`config.mk`:
```
export PLATFORM = sky130hd
export DESIGN_NAME = sipo_shifter
export DESIGN_NICKNAME = d
export VERILOG_FILES = /design/src/verilog/sipo_pkg.sv /design/src/verilog/sipo_shifter.sv
export SDC_FILE = /design/constraint.sdc
export NUM_CORES = 1
export LEC_CHECK = 0
export BUFFER_PORTS_ARGS = -buffer_cell sky130_fd_sc_hd__buf_2
export CAP_MARGIN = 20
export CORE_MARGIN = 1
export CORE_UTILIZATION = 51
export DETAILED_ROUTE_END_ITERATION = 10
export PLACE_DENSITY = 0.79
export SLEW_MARGIN = 15
export SYNTH_ARGS = -nofsm -noshare
export SYNTH_HDL_FRONTEND = slang
export SYNTH_SLANG_ARGS = --single-unit
```
`constraint.sdc`:
```
create_clock -name clk_sys -period 1.1 [get_ports clk_sys]
set_input_delay 0.11 -clock clk_sys [delete_from_list [all_inputs] [get_ports clk_sys]]
set_output_delay 0.11 -clock clk_sys [all_outputs]
set_load 0.05 [all_outputs]
```
`src/verilog/sipo_pkg.sv`:
```
// package: constants and carrier types for the latched serial-in parallel-out shifter
package sipo_pkg;
  localparam int SIPO_WIDTH = 8;
  localparam logic [SIPO_WIDTH-1:0] SIPO_CLEAR_VAL = 8'h00;
  localparam int SIPO_LAST_STAGE = SIPO_WIDTH - 1;
  localparam int SIPO_FIRST_STAGE = 0;
  localparam logic [1:0] SIPO_EDGE_RISE = 2'h1;
  localparam logic [1:0] SIPO_EDGE_FALL = 2'h2;

  // pin bundle from the external controller
  typedef struct packed {
    logic serial_in;
    logic shift_clock;
    logic shift_clear_n;
    logic store_clock;
    logic store_clear_n;
  } sipo_pins_s;

  // outputs: parallel a..h in bits 0..7, plus cascade
  typedef struct packed {
    logic [SIPO_WIDTH-1:0] parallel;
    logic cascade;
  } sipo_out_s;
endpackage

```
`src/verilog/sipo_shifter.sv`:
```
// module: sampled serial-in parallel-out shifter with storage register and cascade
import sipo_pkg::*;

// How it works
// - eight shift stages transfer into a separate eight-bit storage register
// - each register has own clock and clear; clear overrides clock
// - shift clear low forces all shift stages to zero
// - rising shift clock loads serial input into the first stage
// - same edge moves every later stage from its predecessor
// - falling shift clock leaves shift stages unchanged
// - store clear low forces storage bits and parallel outputs to zero
// - rising store clock captures all eight shift stages in parallel
// - falling store clock leaves storage contents unchanged
// - both clocks act on rising edges only
// - tied clocks capture pre-edge shift contents, lagging by one pulse
// - cascade output follows last stage and clears with shift clear
module sipo_shifter (
  // system
  input wire logic clk_sys,
  input wire logic rst_n,
  // controller pins
  input wire sipo_pkg::sipo_pins_s pins,
  // outputs
  output sipo_pkg::sipo_out_s outs
);
  import sipo_pkg::*;

  // two-flop synchronisers; stage one is read only by stage two
  sipo_pins_s sync1_reg;
  sipo_pins_s sync2_reg;
  logic shclk_prev_reg;
  logic stclk_prev_reg;
  logic [SIPO_WIDTH-1:0] shift_reg;
  logic [SIPO_WIDTH-1:0] shift_next;
  logic [SIPO_WIDTH-1:0] store_reg;
  logic [SIPO_WIDTH-1:0] store_next;
  logic cascade_reg;

  always_ff @(posedge clk_sys) begin
    if (!rst_n) begin
      sync1_reg <= '0;
      sync2_reg <= '0;
    end else begin
      sync1_reg <= pins;
      sync2_reg <= sync1_reg;
    end
  end

  always_ff @(posedge clk_sys) begin
    if (!rst_n) begin
      shclk_prev_reg <= 1'b0;
      stclk_prev_reg <= 1'b0;
    end else begin
      shclk_prev_reg <= sync2_reg.shift_clock;
      stclk_prev_reg <= sync2_reg.store_clock;
    end
  end

  // edge detection on the sampled clocks
  wire [1:0] shclk_hist = {shclk_prev_reg, sync2_reg.shift_clock};
  wire [1:0] stclk_hist = {stclk_prev_reg, sync2_reg.store_clock};
  wire shift_rise = (shclk_hist == SIPO_EDGE_RISE);
  wire store_rise = (stclk_hist == SIPO_EDGE_RISE);
  wire shift_clr = !sync2_reg.shift_clear_n;
  wire store_clr = !sync2_reg.store_clear_n;
  // falling edges, read only by the hold checks
  wire shift_fall = (shclk_hist == SIPO_EDGE_FALL);
  wire store_fall = (stclk_hist == SIPO_EDGE_FALL);

  wire [SIPO_WIDTH-1:0] shifted;
  assign shifted[SIPO_FIRST_STAGE] = sync2_reg.serial_in;
  genvar gi;
  generate
    for (gi = 1; gi < SIPO_WIDTH; gi++) begin : g_stage
      assign shifted[gi] = shift_reg[gi-1];
    end
  endgenerate

  // clear has priority over the clock; shift clear wins; hold otherwise
  assign shift_next = shift_clr ? SIPO_CLEAR_VAL : (shift_rise ? shifted : shift_reg);
  // capture uses shift_reg as it stood before this edge, so lag holds
  assign store_next = store_clr ? SIPO_CLEAR_VAL : (store_rise ? shift_reg : store_reg);

  always_ff @(posedge clk_sys) begin
    if (!rst_n) begin
      shift_reg <= SIPO_CLEAR_VAL;
      store_reg <= SIPO_CLEAR_VAL;
      cascade_reg <= 1'b0;
    end else begin
      shift_reg <= shift_next;
      store_reg <= store_next;
      cascade_reg <= shift_next[SIPO_LAST_STAGE];
    end
  end

  // bit 0 is output a; one driver for the whole bundle
  assign outs = {store_reg, cascade_reg};

  // each output carries its own stage
  generate
    for (gi = 0; gi < SIPO_WIDTH; gi++) begin : g_out_map

    end
  endgenerate
endmodule
```
Word-level counts from Yosys, hierarchy flattened
Cells that the tools add are included.
Storage, ports and cells
  flip-flop bits (word level): 28
  bits of input ports: 7
  output and inout bits: 9
  logic and storage cells: 20
Operators by class
  equal/unequal tests: 2
  multiplexer cells: 1
  reductions and logical operators: 2
Operator list (count)
  8-bit 2-to-1 mux: 1
  2-bit by 1-bit equality test with 1-bit output (second input constant): 2
  2-bit AND reduction: 2

Longest topological paths before layout
Gate-level depths: netlist (run 1).
  word-level depth: 2
  mapped depth: 4
  mapped depth without buffers: 3

Worst setup path after synthesis (run 1)
Ideal clock, no wire load.
  kind: register -> register
  from: register store_reg[0] (netlist name)
  to: register store_reg[0]
  setup time: 0.066 ns
  data arrival time: 0.827 ns
  required time: 1.034 ns
  slack: 0.207 ns
  stages on the path, launching flop included: 3
  buffers on the path: 0
  clock period less this slack: 0.893 ns
  cells stage by stage: dfxtp_1 > mux2i_1 > nor2_1
RTL lines
  end signal: assignment: RTL line sipo_shifter.sv:91  | store_reg <= store_next;
  end: declaration: RTL line sipo_shifter.sv:35  | logic [SIPO_WIDTH-1:0] store_reg;

Worst setup path in the final report (run 1)
  from: register store_reg[7]
  to: output outs[8] (netlist name)
RTL lines
  end: declaration: RTL line sipo_shifter.sv:24  | output sipo_pkg::sipo_out_s outs
No word-level cell between the ends.

==> results of run 1 <==
## power by group
part / leakage (nW) / switching, mW / internal, mW
Sequential: 0.228 / 0.00461 / 1.03
Clock: 0.0210 / 0.270 / 0.202
Combinational: 0.233 / 0.0301 / 0.0431
Total: 0.482 / 0.304 / 1.28
## cells by family after synthesis
family                 after synthesis
AO/OA/AOI/OAI                        8
buffers and inverters                5
flip-flops                          28
multiplexers                         8
AND/OR/NAND/NOR                     41
## synthesized netlist by cell type
cell type / count / area, sq um
sky130_fd_sc_hd__buf_4: 2 / 15.0
sky130_fd_sc_hd__buf_2: 1 / 5.00
sky130_fd_sc_hd__nand2b_1: 2 / 12.5
sky130_fd_sc_hd__and2_2: 1 / 7.51
sky130_fd_sc_hd__nand2_1: 18 / 67.6
sky130_fd_sc_hd__dfxtp_1: 28 / 561
sky130_fd_sc_hd__mux2i_1: 8 / 80.1
sky130_fd_sc_hd__nor2b_1: 1 / 6.26
sky130_fd_sc_hd__nor2_1: 8 / 30.0
sky130_fd_sc_hd__and2_1: 11 / 68.8
sky130_fd_sc_hd__a21oi_1: 8 / 40.0
sky130_fd_sc_hd__buf_6: 1 / 11.3
sky130_fd_sc_hd__clkbuf_1: 1 / 3.75
## through the flow
| stage | total power [mW] | util (%) | area (sq um) |
|---|---|---|---|
| after floorplan | 1.10 | - | 908 |
| after detailed placement | 1.12 | 63.7 | 1000 |
| final | 1.58 | 69.4 | 1090 |
| after global placement | 1.12 | 63.7 | 1000 |
| after CTS | 1.60 | 69.1 | 1090 |
| after global routing | 1.65 | 69.4 | 1090 |
## per-layer routing
layer / GRT usage, % / vias to the layer above / share of wire (%)
met5: 0 / - / 0
met4: 7.27 / 0 / 1.6
met3: 3.67 / 4 / 2.9
met2: 29.4 / 15 / 52
met1: 16.5 / 290 / 43
li1: - / 326 / -
## area by class of cell
type | count | area [sq um] | area share [%]
repair buffers | 23 | 165 | 15.1
well taps | 16 | 20.0 | 1.83
clock buffers | 4 | 36.3 | 3.31
flip-flops and latches | 28 | 561 | 51.2
multi-input cells | 57 | 313 | 28.6
## path summary, 6_finish.rpt
kind,depth (start not counted),from,to,slack [ps]
worst max register to register,4,shclk_hist[0],shift_reg[2],140
worst min register to register,2,shifted[0],shift_reg[0],450
worst max-delay path,1,store_reg[7],outs[8],60
worst min-delay path,2,rst_n,shifted[0],130
## repair_timing
action                                 CTS  global route
endpoints found under the hold margin    5             0
resized for setup                        0             2
hold buffers                             5             0
setup endpoints to repair                0             2
==> metrics.log, run 1 <==
[metrics] outcome: completed
[metrics] CTS Root Cell: sky130_fd_sc_hd__clkbuf_4
[metrics] Placed Cells: ~120
[metrics] final count of negative-setup-slack endpoints: 0
[metrics] sequential-to-total area share from yosys stat: between 60 and 70%
[metrics] first-pass GRT wire length: 2240 um
[metrics] core box area: approximately 1600 sq um
[metrics] Slew headroom: about four fifths
[metrics] Final WS setup: 58.5 ps
[metrics] clock period minus final worst setup slack: 1040 ps
[metrics] Hold Path Class: in -> reg
[metrics] Slew @ Worst Pin: ~290 ps
[metrics] number of levels the H-tree was split into: 1
[metrics] count of buffer and inverter cells on the critical path: 1
[metrics] slowest stage delay, CP: approximately 360 ps
[metrics] antenna diode instance count: 0
[metrics] worst skew pair latency: just over 300 ps
[metrics] max-cap check violation count: 0
[metrics] # nets final: 120
[metrics] buffer depth of the longest clock path: 2
[metrics] Ports: 16
[metrics] first-pass detailed-route iteration total: 5
[metrics] type of element launching the critical path: register
[metrics] DP Wirelength: about 890 um
[metrics] unrepaired setup endpoints after global routing: false
[metrics] starting density of the core: slightly below 60%
[metrics] clock tree from TritonCTS: done
[metrics] Setup WS pre-CTS: between 100 and 150 ps
[metrics] post-synthesis average cell area: between 10 and 15 sq um
[metrics] mapped cell area: slightly above 900 sq um
[metrics] fraction of synthesized cell area in xor and xnor cells: 0%
[metrics] kind of critical path: reg -> out
[metrics] floorplan die height: around 44 um
[metrics] number of global-route vias before repair: 560
[metrics] DIE AREA: approximately 2000 sq um
[metrics] leading cell types in the layout, fill and taps excluded: sky130_fd_sc_hd__dfxtp_1 (28), sky130_fd_sc_hd__nand2_1 (18), sky130_fd_sc_hd__buf_2 (13)
[metrics] RD Place Congestion: between 0.7 and 0.8
[metrics] CP endpoint kind: output port
[metrics] number of distinct library cells after synthesis: 13
[metrics] 1st-iter DRT viols: 5
[metrics] slowest library cell on the worst path: sky130_fd_sc_hd__dfxtp_1
[metrics] crit path DAT: 930 ps
[metrics] Gate Count Post-Synth: 90
[metrics] total of fill cells in the finished design: approximately 120
[metrics] simple logic cell fraction of the synthesized area: 21.2%
[metrics] largest family of logic cells by synthesized area: simple AND/OR/NAND/NOR gates
[metrics] count of synthesis-stage warnings from yosys: 0
[metrics] grt total ovfl: 0
[metrics] via count: around 640
[metrics] Antenna Nets Post-Route: 0
[metrics] share of the synthesized area in compound gates (AO/OA/AOI/OAI): under 10%
[metrics] number of sinks handled by clock tree synthesis: 28
[metrics] overall global routing resource usage: between 10% and 20%
[metrics] die boundary width: roughly 44 um
[metrics] number of nets produced by synthesis: 97
[metrics] Max Clk Rate: between 900 and 1000 MHz
[metrics] maximum number of pins on one net before global-route repair: 16
[metrics] number of antenna violations at the first check in global routing: 0
[metrics] share of the clock period used by the worst path after layout: 94.7%
[metrics] clock transition at the registers of the reported paths: ~140 ps
[metrics] Worst VDD drop: 1.16 mV
[metrics] # DRC: 0
[metrics] cell type group with the largest total delay on the critical path: flip-flops
[metrics] fraction of layout cells with a size suffix above 1: ~21%
[metrics] number of vias per cell: slightly below 5
[metrics] non-filler cells in the finished layout: around 130
[metrics] wire length per cell: 10.5 um
[metrics] critical path peak fanout: 2
[metrics] most common library cell in the layout ignoring fill and taps: sky130_fd_sc_hd__dfxtp_1
[metrics] Layout Skew: around 6.0 ps
[metrics] Req. time, crit path: between 900 and 1000 ps
[metrics] endpoints failing hold: 0
[metrics] Largest register FFs: 8
[metrics] number of cell rows: 14
[metrics] number of synthesized register bits: 28
[metrics] setup fix buffers added after clock tree synthesis: 0
[metrics] final total negative setup slack: 0 ps
[metrics] Max Slew Vio Count: 0
[metrics] series of cell instances along the critical path: buf_2
[metrics] multiplexer fraction of the synthesized cell area: around 8.8%
[metrics] number of port buffers: 15
[metrics] Total Wirelength: 1350 um
[metrics] Power Density: ~1400 nW/um^2
[metrics] WHS: ~130 ps
[metrics] adder and majority gate portion of the synthesized area: 0%
[metrics] leakage power summed over all cells: 0.482 nW
[metrics] total clock buffers created by CTS: 3
[metrics] synth-to-layout area growth: 20.5%
Note: power is estimated with default switching activity, not from simulation.
==> run 2, diff against run 1 <==
--- a/config.mk
+++ b/config.mk
@@ -7,7 +7,7 @@
 export LEC_CHECK = 0
 export BUFFER_PORTS_ARGS = -buffer_cell sky130_fd_sc_hd__buf_2
 export CAP_MARGIN = 20
-export CORE_MARGIN = 1
+export CORE_MARGIN = 2
 export CORE_UTILIZATION = 51
 export DETAILED_ROUTE_END_ITERATION = 10
 export PLACE_DENSITY = 0.79
==> run 2 against run 1 <==
Compared with the run above: clock power is 16% lower; critical path depth stayed put; via count is 3.9% lower; critical endpoint is now outs[0]; global-route usage is 0.78 points lower; combinational power is 2% lower; hold slack worse by 1.9 ps; cell count is 5.5% higher.
==> metrics.log, run 2 (synthesized netlist as in run 1, its figures left out) <==
[metrics] outcome: completed
[metrics] first-pass GRT wire length: about 2200 um
[metrics] unrepaired setup endpoints after global routing: false
[metrics] slowest library cell on the worst path: sky130_fd_sc_hd__dfxtp_1
[metrics] leading cell types in the layout, fill and taps excluded: sky130_fd_sc_hd__dfxtp_1 (28), sky130_fd_sc_hd__nand2_1 (18), sky130_fd_sc_hd__buf_2 (14)
[metrics] Final WS setup: 27.8 ps
[metrics] cell type group with the largest total delay on the critical path: flip-flops
[metrics] Power Density: 1390 nW/um^2
[metrics] type of element launching the critical path: register
[metrics] number of global-route vias before repair: roughly 550
[metrics] Ports: 16
[metrics] routed metal-1 wire length: 645 um
[metrics] Setup WS pre-CTS: 162 ps
[metrics] sum of met3 wire segment lengths after detailed routing: roughly 54 um
[metrics] Slew headroom: 81.5%
[metrics] fraction of layout cells with a size suffix above 1: around a fifth
[metrics] startpoint of the worst hold path: rst_n
[metrics] antenna diode instance count: 0
[metrics] DIE AREA: 2130 sq um
[metrics] number of vias per cell: roughly 4.5
[metrics] overall global routing resource usage: 15.0%
[metrics] share of the core filled with cells in the final layout: a little under two thirds
[metrics] worst skew pair latency: around 320 ps
[metrics] max-cap check violation count: 0
[metrics] clock tree from TritonCTS: done
[metrics] total clock buffers created by CTS: 3
[metrics] clock transition at the registers of the reported paths: between 100 and 150 ps
[metrics] synth-to-layout area growth: 19.1%
[metrics] buffer depth of the longest clock path: 2
[metrics] Layout Skew: ~10 ps
[metrics] starting density of the core: between 50% and 60%
[metrics] most common library cell in the layout ignoring fill and taps: sky130_fd_sc_hd__dfxtp_1
[metrics] Met2 Routed Length: slightly above 600 um
[metrics] slowest stage delay, CP: roughly 380 ps
[metrics] kind of critical path: reg -> out
[metrics] number of antenna violations at the first check in global routing: 0
[metrics] post-layout power: 1.51 mW
[metrics] Slew @ Worst Pin: 278 ps
[metrics] Finished Cell Area: roughly 1100 sq um
[metrics] Req. time, crit path: between 900 and 1000 ps
[metrics] multi-input combinational cell area: 313 sq um
[metrics] FF-to-FF End: store_reg[2]
[metrics] Largest register FFs: 8
[metrics] Highest Signal Layer: met4
[metrics] non-filler cells in the finished layout: approximately 140
[metrics] CP endpoint kind: output port
[metrics] first-pass detailed-route iteration total: 3
[metrics] number of levels the H-tree was split into: 1
[metrics] Hold Path Class: in -> reg
[metrics] Total Wirelength: 1350 um
[metrics] final count of negative-setup-slack endpoints: 0
[metrics] grt total ovfl: 0
[metrics] wire length per cell: 9.96 um
[metrics] final total negative setup slack: 0 ps
[metrics] sequential cell area: 561 sq um
[metrics] critical path peak fanout: 3
[metrics] die boundary width: between 40 and 50 um
[metrics] endpoints failing hold: 0
[metrics] Worst VDD drop: approximately 0.95 mV
[metrics] reg-to-reg startpoint: stclk_prev_reg
[metrics] Placed Cells: roughly 130
[metrics] # DRC: 0
[metrics] # nets final: roughly 120
[metrics] Max Clk Rate: between 900 and 1000 MHz
[metrics] count of buffer and inverter cells on the critical path: 1
[metrics] Max Slew Vio Count: 0
[metrics] WHS: 130 ps
[metrics] crit path DAT: roughly 960 ps
[metrics] Min-Delay Path Depth: 2
[metrics] series of cell instances along the critical path: buf_2
[metrics] placed cell area: between 1000 and 1500 sq um
[metrics] via count: slightly above 600
[metrics] RD Place Congestion: 0.721
[metrics] 1st-iter DRT viols: 6
[metrics] minimum setup slack among reg-to-reg paths: approximately 150 ps
[metrics] total of fill cells in the finished design: between 150 and 200
[metrics] CTS Root Cell: sky130_fd_sc_hd__clkbuf_4
[metrics] number of port buffers: 15
[metrics] destination of the worst hold path: sync2_reg[0]
[metrics] number of sinks handled by clock tree synthesis: 28
[metrics] share of the clock period used by the worst path after layout: roughly 97%
[metrics] leakage power summed over all cells: 0.470 nW
[metrics] core box area: 1710 sq um
[metrics] depth of the worst register-to-register path: 4
[metrics] clock period minus final worst setup slack: roughly 1100 ps
[metrics] number of cell rows: 15
[metrics] Antenna Nets Post-Route: 0
[metrics] floorplan die height: ~46 um
[metrics] maximum number of pins on one net before global-route repair: 15
[metrics] setup fix buffers added after clock tree synthesis: 0
## run 2: changes by cell type in the layout (fill, tap and decap cells not counted), sizes merged
cell	change
clkbuf	-2
## run 2: what timing repair did
item | CTS | global route
hold buffers | 4 | 1
hold endpoints to repair | 4 | 1
endpoints found under the setup margin | 0 | 1
resized for setup | 0 | 1
## run 2: area by class of cell
| cell class | count | share of cell area (%) |
|---|---|---|
| clock buffer | 3 | 2.08 |
| sequential | 28 | 51.8 |
| timing repair buffer | 22 | 14.3 |
| multi-input combinational | 57 | 28.9 |
| tap | 25 | 2.89 |
## run 2: routing by layer
| metal | vias to the layer above | global-route usage (%) |
|---|---|---|
| met1 | 271 | 18.8 |
| li1 | 321 | - |
| met3 | 4 | 3.53 |
| met2 | 14 | 23.3 |
| met4 | 0 | 8.57 |
| met5 | - | 0 |
## run 2: where the power goes
group | switching [mW] | leakage, nW | internal [mW]
Clock | 0.268 | 0.0138 | 0.128
Combinational | 0.0302 | 0.229 | 0.0415
Sequential | 0.00473 | 0.228 | 1.03
## run 2: worst max path at each step
stage | startpoint | end | slack [ps] | cells past startpoint
after floorplan | store_reg[0] | store_reg[0] | 210 | 2
after global placement | stclk_prev_reg | store_reg[5] | 180 | 4
after detailed placement | stclk_prev_reg | store_reg[5] | 160 | 4
after CTS | cascade_reg | outs[0] | 20 | 1
after global routing | cascade_reg | outs[0] | 1 | 1
final | cascade_reg | outs[0] | 30 | 1
